## config.mk

```make
export PLATFORM = sky130hd
export DESIGN_NAME = rtc_control_status_irq
export DESIGN_NICKNAME = d
export VERILOG_FILES = /design/src/hw/rtc_ctrl_pkg.sv /design/src/hw/rtc_control_status_irq.sv
export SDC_FILE = /design/constraint.sdc
export NUM_CORES = 1
export LEC_CHECK = 0
export BUFFER_PORTS_ARGS = -buffer_cell sky130_fd_sc_hd__buf_4
export CORE_UTILIZATION = 54
export CTS_BUF_LIST = sky130_fd_sc_hd__clkbuf_8
export CTS_CLUSTER_DIAMETER = 80
export DETAILED_ROUTE_END_ITERATION = 10
export PLACE_DENSITY = 0.83
export SYNTH_ARGS = -nofsm -noshare
export SYNTH_HDL_FRONTEND = slang
export SYNTH_SLANG_ARGS = --single-unit
```

## constraint.sdc

```tcl
create_clock -name clk_sys -period 3.3 [get_ports clk_sys]
set_input_delay 0.165 -clock clk_sys [delete_from_list [all_inputs] [get_ports clk_sys]]
set_output_delay 0.165 -clock clk_sys [all_outputs]
set_load 0.01 [all_outputs]
```

## src/hw/rtc_ctrl_pkg.sv

```systemverilog
// Constants for the clock/calendar control, flag and battery-status block.
// Assumes a 40 MHz system clock and a one-cycle tick per 32.768 kHz period.
package rtc_ctrl_pkg;

  localparam int ADDR_W = 7;
  localparam int DATA_W = 8;
  localparam int DIV_W = 15;

  // Register offsets on the multiplexed bus
  localparam logic [6:0] OFS_RATE = 7'h0A;
  localparam logic [6:0] OFS_CTRL = 7'h0B;
  localparam logic [6:0] OFS_FLAGS = 7'h0C;
  localparam logic [6:0] OFS_BATT = 7'h0D;

  // Field positions of the control word
  localparam int CTRL_SET_BIT = 7;
  localparam int CTRL_PIE_BIT = 6;
  localparam int CTRL_AIE_BIT = 5;
  localparam int CTRL_UIE_BIT = 4;
  localparam int CTRL_SQUARE_OUT_EN_BIT = 3;
  localparam int CTRL_DM_BIT = 2;
  localparam int CTRL_H24_BIT = 1;
  localparam int CTRL_DSE_BIT = 0;

  // Field positions of the flag, battery and rate registers
  localparam int FLAG_IRQ_BIT = 7;
  localparam int FLAG_PF_BIT = 6;
  localparam int FLAG_AF_BIT = 5;
  localparam int FLAG_UF_BIT = 4;
  localparam int BATT_OK_BIT = 7;
  localparam int RATE_UIP_BIT = 7;

  // Values after system reset
  localparam logic [7:0] CTRL_RESET = 8'h00;
  localparam logic [3:0] RATE_RESET = 4'h0;

  // Lead of the update-in-progress window before the second boundary
  localparam int TIMEBASE_HZ = 32768;
  localparam int UIP_LEAD_US = 244;
  localparam int UIP_LEAD_TICKS = (UIP_LEAD_US * TIMEBASE_HZ + 999999) / 1000000;
  localparam logic [14:0] UIP_START_COUNT = 15'(TIMEBASE_HZ - UIP_LEAD_TICKS);

  // Calendar values for the seasonal updates and the alarm match-all code
  localparam logic [7:0] SUNDAY = 8'h01;
  localparam logic [7:0] APRIL = 8'h04;
  localparam int OCTOBER = 10;
  localparam int LAST_WEEK_FIRST_DATE = 25;
  localparam int FIRST_WEEK_LAST_DATE = 7;
  localparam logic [7:0] HOUR_ONE_AM = 8'h01;
  localparam int MINUTE_LAST = 59;
  localparam int SECOND_LAST = 59;
  localparam logic [1:0] ALARM_ANY = 2'b11;

endpackage : rtc_ctrl_pkg

```

## src/hw/rtc_control_status_irq.sv

```systemverilog
// Control word, interrupt flags, battery status and interrupt request of a
// clock/calendar device, on a multiplexed address/data bus.
// Assumes all inputs synchronous to clk_sys; time counters live outside.
// Summary of operation
// (RULE1) Freeze bit set blocks update transfers; clear lets counts advance each second.
// (RULE2) Freeze bit is host read/write; reset input and internal functions leave it.
// (RULE3) Periodic enable only gates periodic flag to interrupt; flag sets regardless.
// (RULE4) Reset input clears periodic enable; nothing internal alters it.
// (RULE5) Alarm fires each second time bytes match alarm bytes; top bits 11 match all.
// (RULE6) Reset input clears alarm enable; internal functions leave it.
// (RULE7) Update-ended enable cleared by reset input and when freeze bit rises.
// (RULE8) Square-wave enable drives selected rate on pin, else low; reset clears it.
// (RULE9) Data-format bit: one binary, zero BCD; host-writable, reset leaves it.
// (RULE10) Hour-format bit: one 24-hour, zero 12-hour; reset leaves it.
// (RULE11) Daylight saving: first Sunday April, 1:59:59 AM steps to 3:00:00 AM.
// (RULE12) Daylight saving: last Sunday October, 1:59:59 AM returns to 1:00:00 AM.
// (RULE13) Daylight saving off stops both special updates; reset leaves the enable.
// (RULE14) Summary flag bit 7 is OR of each flag ANDed with its enable.
// (RULE15) Interrupt request driven low while summary flag is one.
// (RULE16) Reading flag register or reset input low clears every flag.
// (RULE17) Periodic flag bit 6 sets on each rising edge of the selected divider tap.
// (RULE18) Alarm flag bit 5 sets on time match; cleared by read or reset.
// (RULE19) Update-ended flag bit 4 sets after each update cycle; read or reset clears.
// (RULE20) Flag register bits 3..0 read zero and ignore writes.
// (RULE21) Battery register bit 7 read-only, one when battery good; reset leaves it.
// (RULE22) Battery register bits 6..0 read zero and ignore writes.
// (RULE23) Flag register latched during a read; new events held until read ends.
// (RULE24) Writing freeze bit one also clears update-in-progress status.
// (RULE25) Interrupt request is open drain: pulls low or floats.
// (RULE26) Interrupt request releases in the cycle the summary flag falls.
// (RULE27) Host must examine all set flags on each flag register read.
`timescale 1ns/100ps

module rtc_control_status_irq (
  // Clock and reset
  input wire logic clk_sys,
  input wire logic srst,
  input wire logic reset_n,
  // Multiplexed address/data bus
  input wire logic cs_n,
  input wire logic addr_strobe,
  input wire logic wr_n,
  input wire logic rd_n,
  input wire logic [rtc_ctrl_pkg::DATA_W-1:0] ad_in,
  output logic [rtc_ctrl_pkg::DATA_W-1:0] ad_out,
  output logic ad_oe_n,
  // Time base and battery
  input wire logic timebase_tick,
  input wire logic battery_ok,
  // Current user time and calendar, alarm bytes
  input wire logic [7:0] time_sec,
  input wire logic [7:0] time_min,
  input wire logic [7:0] time_hour,
  input wire logic [7:0] day_of_week,
  input wire logic [7:0] day_of_month,
  input wire logic [7:0] month,
  input wire logic [7:0] alarm_sec,
  input wire logic [7:0] alarm_min,
  input wire logic [7:0] alarm_hour,
  // Controls to the time counters
  output logic update_transfer,
  output logic dst_spring_forward,
  output logic dst_fall_back,
  output logic data_format_binary,
  output logic hour_24,
  // Square wave and interrupt request pins
  output logic square_out,
  output logic irq_out,
  output logic irq_oe_n
);
  import rtc_ctrl_pkg::*;

  typedef struct packed {
    logic [ADDR_W-1:0] addr;
    logic wr_act;
    logic [DATA_W-1:0] wdata;
    logic rd_act;
    logic rd_flags;
    logic set_freeze;
    logic periodic_irq_en;
    logic alarm_irq_en;
    logic update_done_irq_en;
    logic square_out_en;
    logic data_format_binary;
    logic hour_24;
    logic daylight_saving_en;
    logic [3:0] rate_select;
    logic update_in_progress;
    logic [DIV_W-1:0] div;
    logic tap_prev;
    logic periodic_flag;
    logic alarm_flag;
    logic update_done_flag;
    logic [2:0] pend;
    logic [DATA_W-1:0] ad_out;
    logic ad_oe_n;
    logic irq_oe_n;
    logic square_out;
    logic update_transfer;
    logic dst_spring;
    logic dst_fall;
  } state_type;

  state_type s_reg;
  state_type s_next;

  // Encode a decimal constant in the selected data format
  function automatic logic [7:0] fmt(input int value, input logic binary);
    logic [7:0] v;
    v = 8'(value);
    if (binary) begin
      fmt = v;
    end else begin
      fmt = {4'(value / 10), 4'(value % 10)};
    end
  endfunction : fmt

  function automatic logic alarm_byte_match(input logic [7:0] t, input logic [7:0] a);
    alarm_byte_match = (a[7:6] == ALARM_ANY) || (t == a);
  endfunction : alarm_byte_match

  // Divider tap for a rate code; codes 1 and 2 reuse the taps of 8 and 9
  function automatic logic tap_of(input logic [3:0] rs, input logic [DIV_W-1:0] d);
    logic [3:0] r;
    r = rs;
    if (rs == 4'h1) begin
      r = 4'h8;
    end else if (rs == 4'h2) begin
      r = 4'h9;
    end
    if (rs == 4'h0) begin
      tap_of = 1'b0;
    end else begin
      tap_of = d[r - 4'h2];
    end
  endfunction : tap_of

  logic tap_now;
  logic second_wrap;
  logic at_one_59_59;
  logic pf_ev;
  logic af_ev;
  logic uf_ev;
  logic rd_start;
  logic rd_end;
  logic wr_end;
  logic summary;
  logic [DATA_W-1:0] rd_value;

  always_comb begin
    s_next = s_reg;
    tap_now = tap_of(s_reg.rate_select, s_reg.div);
    second_wrap = timebase_tick && (s_reg.div == {DIV_W{1'b1}});
    rd_start = !rd_n && !cs_n && !s_reg.rd_act;
    rd_end = s_reg.rd_act && rd_n;
    wr_end = s_reg.wr_act && wr_n;
    rd_value = 8'h00;

    // Address latch while the strobe is high
    if (addr_strobe) begin
      s_next.addr = ad_in[ADDR_W-1:0];
    end

    // Divider, square wave and periodic edge
    if (timebase_tick) begin
      s_next.div = s_reg.div + 15'h0001;
    end
    s_next.tap_prev = tap_now;
    pf_ev = tap_now && !s_reg.tap_prev; // RULE17 RULE3
    s_next.square_out = s_reg.square_out_en && tap_now; // RULE8

    // Update cycle window opens each second only while the freeze bit is clear
    if (timebase_tick && s_reg.div == UIP_START_COUNT - 15'h0001 && !s_reg.set_freeze) begin
      s_next.update_in_progress = 1'b1;
    end
    if (second_wrap) begin
      s_next.update_in_progress = 1'b0;
    end
    s_next.update_transfer = second_wrap && !s_reg.set_freeze; // RULE1
    uf_ev = second_wrap; // RULE19
    af_ev = second_wrap && alarm_byte_match(time_sec, alarm_sec)
      && alarm_byte_match(time_min, alarm_min)
      && alarm_byte_match(time_hour, alarm_hour); // RULE5 RULE18

    // Seasonal updates; 1 AM reads the same in every hour and data format
    at_one_59_59 = (time_hour == HOUR_ONE_AM)
      && (time_min == fmt(MINUTE_LAST, s_reg.data_format_binary))
      && (time_sec == fmt(SECOND_LAST, s_reg.data_format_binary));
    s_next.dst_spring = s_reg.daylight_saving_en && second_wrap && !s_reg.set_freeze
      && at_one_59_59 && month == APRIL && day_of_week == SUNDAY
      && day_of_month <= fmt(FIRST_WEEK_LAST_DATE, s_reg.data_format_binary); // RULE11 RULE13
    s_next.dst_fall = s_reg.daylight_saving_en && second_wrap && !s_reg.set_freeze
      && at_one_59_59 && month == fmt(OCTOBER, s_reg.data_format_binary)
      && day_of_week == SUNDAY
      && day_of_month >= fmt(LAST_WEEK_FIRST_DATE, s_reg.data_format_binary); // RULE12 RULE13

    // Register read data, snapshot at the start of the read
    if (s_reg.addr == OFS_RATE) begin
      rd_value = {s_reg.update_in_progress, 3'b000, s_reg.rate_select};
    end else if (s_reg.addr == OFS_CTRL) begin
      rd_value = {s_reg.set_freeze, s_reg.periodic_irq_en, s_reg.alarm_irq_en,
        s_reg.update_done_irq_en, s_reg.square_out_en, s_reg.data_format_binary,
        s_reg.hour_24, s_reg.daylight_saving_en};
    end else if (s_reg.addr == OFS_FLAGS) begin
      rd_value = {!s_reg.irq_oe_n, s_reg.periodic_flag, s_reg.alarm_flag,
        s_reg.update_done_flag, 4'h0}; // RULE20
    end else if (s_reg.addr == OFS_BATT) begin
      rd_value = {battery_ok, 7'h00}; // RULE21 RULE22
    end

    if (rd_start) begin
      s_next.rd_act = 1'b1;
      s_next.ad_out = rd_value; // RULE23
      s_next.rd_flags = (s_reg.addr == OFS_FLAGS);
      // Events of the snapshot cycle miss the snapshot; hold them too
      if (s_reg.addr == OFS_FLAGS) begin
        s_next.pend = {pf_ev, af_ev, uf_ev}; // RULE23
      end
      // Unmapped addresses leave the bus floating
      s_next.ad_oe_n = !(s_reg.addr >= OFS_RATE && s_reg.addr <= OFS_BATT);
    end
    if (rd_end) begin
      s_next.rd_act = 1'b0;
      s_next.rd_flags = 1'b0;
      s_next.ad_oe_n = 1'b1;
    end

    // Flags: held aside while the flag register is being read
    if (s_reg.rd_flags) begin
      s_next.pend = s_reg.pend | {pf_ev, af_ev, uf_ev}; // RULE23
      if (rd_end) begin
        {s_next.periodic_flag, s_next.alarm_flag, s_next.update_done_flag} =
          s_next.pend; // RULE16
        s_next.pend = 3'b000;
      end
    end else begin
      s_next.periodic_flag = s_reg.periodic_flag || pf_ev;
      s_next.alarm_flag = s_reg.alarm_flag || af_ev;
      s_next.update_done_flag = s_reg.update_done_flag || uf_ev;
    end

    // Writes commit on the trailing edge of the write strobe
    if (!wr_n && !cs_n) begin
      s_next.wr_act = 1'b1;
      s_next.wdata = ad_in;
    end
    if (wr_end) begin
      s_next.wr_act = 1'b0;
      if (s_reg.addr == OFS_RATE) begin
        s_next.rate_select = s_reg.wdata[3:0];
      end else if (s_reg.addr == OFS_CTRL) begin
        s_next.set_freeze = s_reg.wdata[CTRL_SET_BIT]; // RULE2
        s_next.periodic_irq_en = s_reg.wdata[CTRL_PIE_BIT];
        s_next.alarm_irq_en = s_reg.wdata[CTRL_AIE_BIT];
        s_next.update_done_irq_en = s_reg.wdata[CTRL_UIE_BIT];
        s_next.square_out_en = s_reg.wdata[CTRL_SQUARE_OUT_EN_BIT];
        s_next.data_format_binary = s_reg.wdata[CTRL_DM_BIT]; // RULE9
        s_next.hour_24 = s_reg.wdata[CTRL_H24_BIT]; // RULE10
        s_next.daylight_saving_en = s_reg.wdata[CTRL_DSE_BIT];
        if (s_reg.wdata[CTRL_SET_BIT]) begin
          s_next.update_in_progress = 1'b0; // RULE24
          s_next.update_transfer = 1'b0; // RULE1
          if (!s_reg.set_freeze) begin
            s_next.update_done_irq_en = 1'b0; // RULE7
          end
        end
      end
      // Flag and battery registers ignore writes
    end

    // Reset input: interrupt and square-wave enables, square output and flags only
    if (!reset_n) begin
      s_next.periodic_irq_en = 1'b0; // RULE4
      s_next.alarm_irq_en = 1'b0; // RULE6
      s_next.update_done_irq_en = 1'b0; // RULE7
      s_next.square_out_en = 1'b0; // RULE8
      s_next.square_out = 1'b0;
      s_next.periodic_flag = 1'b0; // RULE16
      s_next.alarm_flag = 1'b0;
      s_next.update_done_flag = 1'b0;
      s_next.pend = 3'b000;
    end

    // Registered from next state so release follows the flag fall at once
    summary = (s_next.periodic_flag && s_next.periodic_irq_en)
      || (s_next.alarm_flag && s_next.alarm_irq_en)
      || (s_next.update_done_flag && s_next.update_done_irq_en); // RULE14 RULE3
    s_next.irq_oe_n = !summary; // RULE15 RULE25 RULE26
  end

  always_ff @(posedge clk_sys) begin
    if (srst) begin
      s_reg <= '0;
      s_reg.set_freeze <= CTRL_RESET[CTRL_SET_BIT];
      s_reg.rate_select <= RATE_RESET;
      s_reg.ad_oe_n <= 1'b1;
      s_reg.irq_oe_n <= 1'b1;
    end else begin
      s_reg <= s_next;
    end
  end

  assign ad_out = s_reg.ad_out;
  assign ad_oe_n = s_reg.ad_oe_n;
  assign update_transfer = s_reg.update_transfer;
  assign dst_spring_forward = s_reg.dst_spring;
  assign dst_fall_back = s_reg.dst_fall;
  assign data_format_binary = s_reg.data_format_binary;
  assign hour_24 = s_reg.hour_24;
  assign square_out = s_reg.square_out;
  // Open drain: pin level is always low, only the enable moves
  assign irq_out = 1'b0; // RULE25
  assign irq_oe_n = s_reg.irq_oe_n;

endmodule : rtc_control_status_irq

```

==> reports/metrics.csv, run 1 <==
stage,metric,value,unit
outcome,status,finished with violations,
outcome,violations,design-rule violations,
layout,nets,612,
clocking,holdBufCountCts,2,
layout,syn2layout_area_growth,25.8,%
setup_path,required,3550,ps
route,wl_met2,4660,um
synth,synthArstFlopShare,0,%
route,met1_length,4200,um
global_routing,track_usage,27.9,%
placed_design,placed_cells,581,
route,dr_total_vias,3549,
timing,fin_skew,9.51,ps
clocking,cts.sinks,67,
timing,final_max_slew_viol_count,0,
die,pin_count,106,
route,highest-signal-layer,met4,
placed_design,portBuffers,104,
timing,hold_violations,0,
setup_path,start_kind,flip-flop,
setup_path,crit_chain,o31ai_1 > ha_1 > inv_1 > o32a_1 > a311oi_1 > a31oi_1 > a211oi_1,
synth,yosysSeqAreaShare,36.8,%
timing,tightest_slew,750,ps
timing,final.period_utilization,79.6,%
die,dieArea,7080,um^2
die,num_rows,29,
power,peakVddDrop,408,uV
placed_design,dpl.hpwl,7430,um
layout,stdcell_area,4580,um^2
clocking,cts-resized-gates,0,
power,power,1650,uW
timing,setup_tns,0,ps
global_routing,grt_pass1_vias,3275,
setup_path,critPathTopFamily,compound AO/OA/AOI/OAI gates,
die,die_w,84.1,um
synth,synth_flop_cell,dfxtp_1,
route,drt_iter0_markers,183,
placed_design,place_area,4380,um^2
global_routing,grt_start_max_net_pins,56,
route,drt-pass1-iter-count,8,
clocking,cts_max_path_buffers,2,
synth,synth.ff_latch_count,67,
timing,fin_crit,2630,ps
die,die_h,84.1,um
route,met3_length,542,um
route,wl_per_cell,16.2,um
setup_path,critPathBufInv,1,
global_routing,antenna_found_initial,0,
setup_path,path_max_fanout,13,
global_routing,grt_pass1_wl,15800,um
synth,netlist_instances,429,
timing,setup_viol,0,
layout,antenna_cells,0,
clocking,cts_tree,yes,
die,start_util,56.7,%
synth,yosysTopAreaCellShare,36.8,%
clocking,post-cts-setup-buffer-count,0,
layout,largest_reg_flops,51,
route,drtAntennaViolNets,0,
setup_path,crit_path_max_incr_delay,560,ps
die,coreArea,6420,um^2
timing,max_freq,0.381,GHz
global_routing,grt_overflow,0,
clocking,clock-root-buffer,clkbuf_8,
setup_path,cp_data_arrival_time,2880,ps
synth,synth_area_leader_cell,dfxtp_1,
synth,synth_area,3640,um^2
synth,syn_area_per_cell,8.49,um^2
timing,relSlewSlack,49.9,%
timing,rsz0062_at_grt,no,
clocking,clk_latency,350,ps
clocking,htree_levels,3,
synth,synth_area_leaders,"dfxtp_1 (37%), xor2_1 (7.9%), mux2i_1 (6.6%)",
synth,synth-warning-count,0,
power,power_density,360,nW/um^2
route,wl,9730,um
clocking,cts.clk_slew.worst_paths,70,ps
setup_path,cp-end-kind,flip-flop,
synth,synth.distinct_cells,60,
job,drv_cap,0,
route,drcViolationCount,12,
setup_path,path_class,reg2reg,
synth,synth_edf_count,0,
layout,stdcell_count,599,
route,via_per_inst,5.92,
synth,syn_nets,524,
clocking,cts_buffers,9,
setup_path,slowest_stage,dfxtp_1,
worst_hold_path,hold_class,in2reg,
layout,drive_above_1_share,25.3,%
power,leakage,0.00181,uW
layout,fill_cells,500,
placed_design,gp_congestion,0.917,
[where the power goes]
group	switching, uW	internal [uW]	total, uW
Sequential	15.4	823	838
Clock	305	308	612
Combinational	90.3	110	200
[worst paths after layout]
kind,startpoint,endpoint,slack (ps),cells after the start
setup / recovery,s_reg[38]$_SDFFE_PP0P_,s_reg[16]$_SDFFE_PP0P_,670,7
hold / removal,ad_in[2],s_reg[62]$_SDFFE_PP0P_,70,3
setup reg to reg,s_reg[38]$_SDFFE_PP0P_,s_reg[16]$_SDFFE_PP0P_,670,7
hold reg to reg,s_reg[59]$_SDFFE_PP0P_,s_reg[59]$_SDFFE_PP0P_,460,2
[layer usage]
| layer | up-vias | global-route usage [%] |
|---|---|---|
| met2 | 121 | 46.4 |
| met5 | - | 0 |
| li1 | 1715 | - |
| met1 | 1680 | 35.5 |
| met4 | 0 | 11.8 |
| met3 | 33 | 5.60 |
[logic make-up after synthesis]
kind of cell	Yosys count	share of synthesized area [%]
AO/OA/AOI/OAI	86	15.5
XOR/XNOR	37	8.89
adder cells (fa/ha/maj)	6	2.06
buffers and inverters	43	5.36
flip-flops	67	36.8
multiplexers	26	7.52
other	1	0.103
AND/OR/NAND/NOR	163	23.8
[worst min-delay path: stages]
cell and delay (ps):
buf_4 90, mux2i_1 60, nor2_1 70
[cell usage in the layout, fill, tap and decap left out, types with 9 or more instances in the layout]
master	instances
nor4_1	14
dfxtp_1	67
nor2_1	60
o21ai_0	17
a21oi_1	27
inv_1	14
nor3_1	13
xor2_1	33
a211oi_1	9
buf_4	105
nand4_1	10
clkbuf_8	11
mux2i_1	24
nand2_1	23
[layout make-up]
type                            count  area [um^2]  area share (%)
Multi-Input combinational cell    319         2110            46.0
Sequential cell                    67         1340            29.3
Timing Repair Buffer              107          808            17.6
Clock buffer                       11          151            3.30
Tap cell                           77         96.3            2.10
Inverter                           13         48.8            1.06
Clock inverter                      5         28.8           0.628
[cells in the mapped netlist (9+ instances only)]
master,n
nor2_1,60
nand2_1,23
o21ai_0,17
nand4_1,10
buf_4,9
inv_1,13
nor4_1,14
xor2_1,33
clkbuf_1,20
mux2i_1,24
nor3_1,13
dfxtp_1,67
a211oi_1,9
a21oi_1,27
[per-stage QoR]
stage	utilization [%]	hold slack (ps)	setup slack (ps)
floorplan	-	238	944
global placement	68.2	338	866
detailed placement	68.2	345	755
CTS	71.3	50.7	691
global route	71.3	69.1	419
finish	71.3	67.3	673
Power figures use the tool's default switching activity.
==> run 2, diff against run 1 <==
Settings changed: CORE_UTILIZATION 54 to 49, PLACE_DENSITY 0.83 to 0.79.
Clock period 3.3 ns to 2.1 ns, I/O delays scaled along.
==> run 2 against run 1 <==
  * The run ends with design-rule violations, negative setup slack left
  * Hold slack lost 46 ps
  * Critical path depth grew 2
  * Total power grew 63%
  * Flip-flop and latch count is the same
  * Die area grew 10%
  * Register-to-register slack lost 680 ps
  * Utilization shrank 3.9 points
  * Setup slack lost 680 ps
  * Fmax grew 25%
  * Critical path type unchanged
  * Largest cell class unchanged
==> reports/metrics.csv, run 2 (synthesis gave the netlist of run 1 again) <==
stage,metric,value,unit,change
global_routing,grt_start_max_net_pins,54,,was 56
setup_path,critPathTopFamily,multiplexers,,was compound AO/OA/AOI/OAI gates
route,drt_iter0_markers,172,,was 183
timing,final_max_slew_viol_count,0,,unchanged
timing,setup_viol,1,,was 0
timing,max_freq,0.475,GHz,was 0.381 GHz
layout,final_common_cell,buf_4,,unchanged
die,pin_count,106,,unchanged
layout,finalCoreUtilization,67.5,%,was 71.3%
timing,rsz0062_at_grt,yes,,was no
setup_path,worst_r2r_endpoint,s_reg[16]$_SDFFE_PP0P_,,unchanged
outcome,status,finished with violations,,unchanged
setup_path,cp_data_arrival_time,2320,ps,was 2880 ps
timing,fin_skew,6.15,ps,was 9.51 ps
route,drcViolationCount,2,,was 12
timing,final.period_utilization,100,%,was 79.6%
route,wl_per_cell,16.0,um,was 16.2 um
layout,antenna_cells,0,,unchanged
setup_path,rrSetupSlack,-7,ps,was 670 ps
layout,largest_reg_flops,51,,unchanged
setup_path,crit_path_max_incr_delay,510,ps,was 560 ps
timing,fin_crit,2110,ps,was 2630 ps
setup_path,r2r_start,s_reg[37]$_SDFFE_PP0P_,,was s_reg[38]$_SDFFE_PP0P_
timing,tightest_slew,745,ps,was 750 ps
layout,syn2layout_area_growth,33.6,%,was 25.8%
timing,setup_tns,-6.58,ps,was 0 ps
layout,final_cell_mix,"buf_4 (125), nor2_1 (59), dfxtp_1 (55)",,"was buf_4 (105), dfxtp_1 (67), nor2_1 (60)"
setup_path,ff2ff_path_depth,9,,was 7
setup_path,cp.depth,9,,was 7
setup_path,cp-end-kind,flip-flop,,unchanged
job,drv_cap,0,,unchanged
die,die_w,88.2,um,was 84.1 um
placed_design,gp_congestion,0.934,,was 0.917
route,met3_length,579,um,was 542 um
layout,nets,633,,was 612
setup_path,required,2320,ps,was 3550 ps
placed_design,portBuffers,104,,unchanged
setup_path,slowest_stage,mux4_2,,was dfxtp_1
die,coreArea,7210,um^2,was 6420 um^2
route,via_per_inst,5.61,,was 5.92
clocking,clock-root-buffer,clkbuf_8,,unchanged
timing,hold_violations,0,,unchanged
die,die_h,88.2,um,was 84.1 um
power,peakVddDrop,582,uV,was 408 uV
worst_hold_path,hold_class,in2reg,,unchanged
die,start_util,50.5,%,was 56.7%
global_routing,antenna_found_initial,0,,unchanged
setup_path,crit_path_end,s_reg[16]$_SDFFE_PP0P_,,unchanged
route,wl_met2,5140,um,was 4660 um
global_routing,grt_pass1_vias,3396,,"was 3,275"
layout,drive_above_1_share,32.5,%,was 25.3%
placed_design,dpl.hpwl,7770,um,was 7430 um
clocking,htree_levels,3,,unchanged
global_routing,grt_pass1_wl,15900,um,"was 15,800 um"
clocking,cts.clk_slew.worst_paths,70,ps,about the same
layout,fill_cells,594,,was 500
die,dieArea,7780,um^2,was 7080 um^2
power,leakage,0.00194,uW,was 0.00181 uW
clocking,cts_tree,yes,,unchanged
route,wl,10300,um,was 9730 um
global_routing,grt_overflow,0,,unchanged
clocking,cts_buffers,9,,unchanged
die,num_rows,31,,was 29
timing,relSlewSlack,49.9,%,about the same
setup_path,path_max_fanout,5,,was 13
clocking,cts_max_path_buffers,2,,unchanged
route,dr_total_vias,3593,,"was 3,549"
route,drt-pass1-iter-count,8,,unchanged
setup_path,crit_path_start,s_reg[37]$_SDFFE_PP0P_,,was s_reg[38]$_SDFFE_PP0P_
clocking,cts.sinks,67,,unchanged
clocking,clk_latency,340,ps,was 350 ps
outcome,violations,"design-rule violations, negative setup slack",,was design-rule violations
route,met1_length,4360,um,was 4200 um
setup_path,critPathBufInv,2,,was 1
timing,layout_setup_ws,-6.58,ps,was 673 ps
setup_path,start_kind,flip-flop,,unchanged
route,drtAntennaViolNets,0,,unchanged
setup_path,path_class,reg2reg,,unchanged
power,power_density,554,nW/um^2,was 360 nW/um^2
route,highest-signal-layer,met4,,unchanged
setup_path,crit_chain,o31ai_2 > ha_1 > inv_2 > mux4_2 > nor2_2 > o21bai_1 > buf_4 > a31oi_2 > a211oi_2,,was o31ai_1 > ha_1 > inv_1 > o32a_1 > a311oi_1 > a31oi_1 > a211oi_1
global_routing,track_usage,26.3,%,was 27.9%
clocking,post-cts-setup-buffer-count,0,,unchanged
[run 2: cell types whose count changed in the layout (fill, tap and decap cells not counted), moves of 2 or more]
cell	previous run	this run
inv_1	14	12
dfxtp_1	67	55
dfxtp_2	0	12
buf_4	105	125
clkinvlp_4	2	0
a2111oi_0	3	1
clkbuf_8	11	14
[run 2: how the worst min path moves through the flow]
| stage | from | endpoint | depth (start not counted) |
|---|---|---|---|
| 2_1_floorplan | rd_n | s_reg[50]$_SDFFE_PP0P_ | 1 |
| 3_3_place_gp | rd_n | s_reg[50]$_SDFFE_PP0P_ | 2 |
| 3_5_place_dp | rd_n | s_reg[50]$_SDFFE_PP0P_ | 2 |
| 4_1_cts | ad_in[7] | s_reg[58]$_SDFFE_PP0P_ | 3 |
| 5_1_grt | ad_in[1] | s_reg[52]$_SDFFE_PP0P_ | 3 |
| 6_report | ad_in[4] | s_reg[64]$_SDFFE_PP0P_ | 3 |
[run 2: final cells by class]
cell class	instances	area, um^2	area share [%]
Clock inverter	1	5.00	0.103
Sequential cell	67	1360	27.9
Clock buffer	14	193	3.96
Multi-Input combinational cell	319	2170	44.6
Tap cell	99	124	2.54
Inverter	13	48.8	1.00
Timing Repair Buffer	128	968	19.9
[run 2: metal layers]
metal  vias to the layer above  global-route usage, %
met3                        22                   6.53
li1                       1759                      -
met2                       125                   44.7
met1                      1687                   33.5
met4                         0                   6.74
met5                         -                      0
[run 2: worst register-to-register path: stages (launching register included)]
cell	delay, ps
dfxtp_2	320
o31ai_2	230
ha_1	300
inv_2	90
mux4_2	510
nor2_2	100
o21bai_1	70
buf_4	160
a31oi_2	150
a211oi_2	60
[run 2: metrics by stage]
| stage | hold slack, ps | std cells | power (uW) | cell area, um^2 | setup slack [ps] |
|---|---|---|---|---|---|
| after floorplan | 178 | 429 | 1470 | 3680 | -3.92 |
| after global placement | 277 | 623 | 1650 | 4580 | 51.8 |
| after detailed placement | 283 | 623 | 1660 | 4580 | -13.5 |
| after CTS | 2.45 | 640 | 2700 | 4810 | 6.39 |
| after global routing | 4.43 | 641 | 2800 | 4870 | -115 |
| final | 21.8 | 641 | 2700 | 4870 | -6.58 |
[run 2: power by group]
group | switching [uW] | internal [uW]
clock network | 467 | 582
registers | 24.0 | 1290
logic | 147 | 182
[run 2: what timing repair did]
| action | CTS | global route |
|---|---|---|
| endpoints found under the hold margin | 2 | 1 |
| hold buffers | 2 | 1 |
| setup endpoints to repair | 2 | 8 |
| pin swaps | 2 | 4 |
| resized for setup | 4 | 11 |
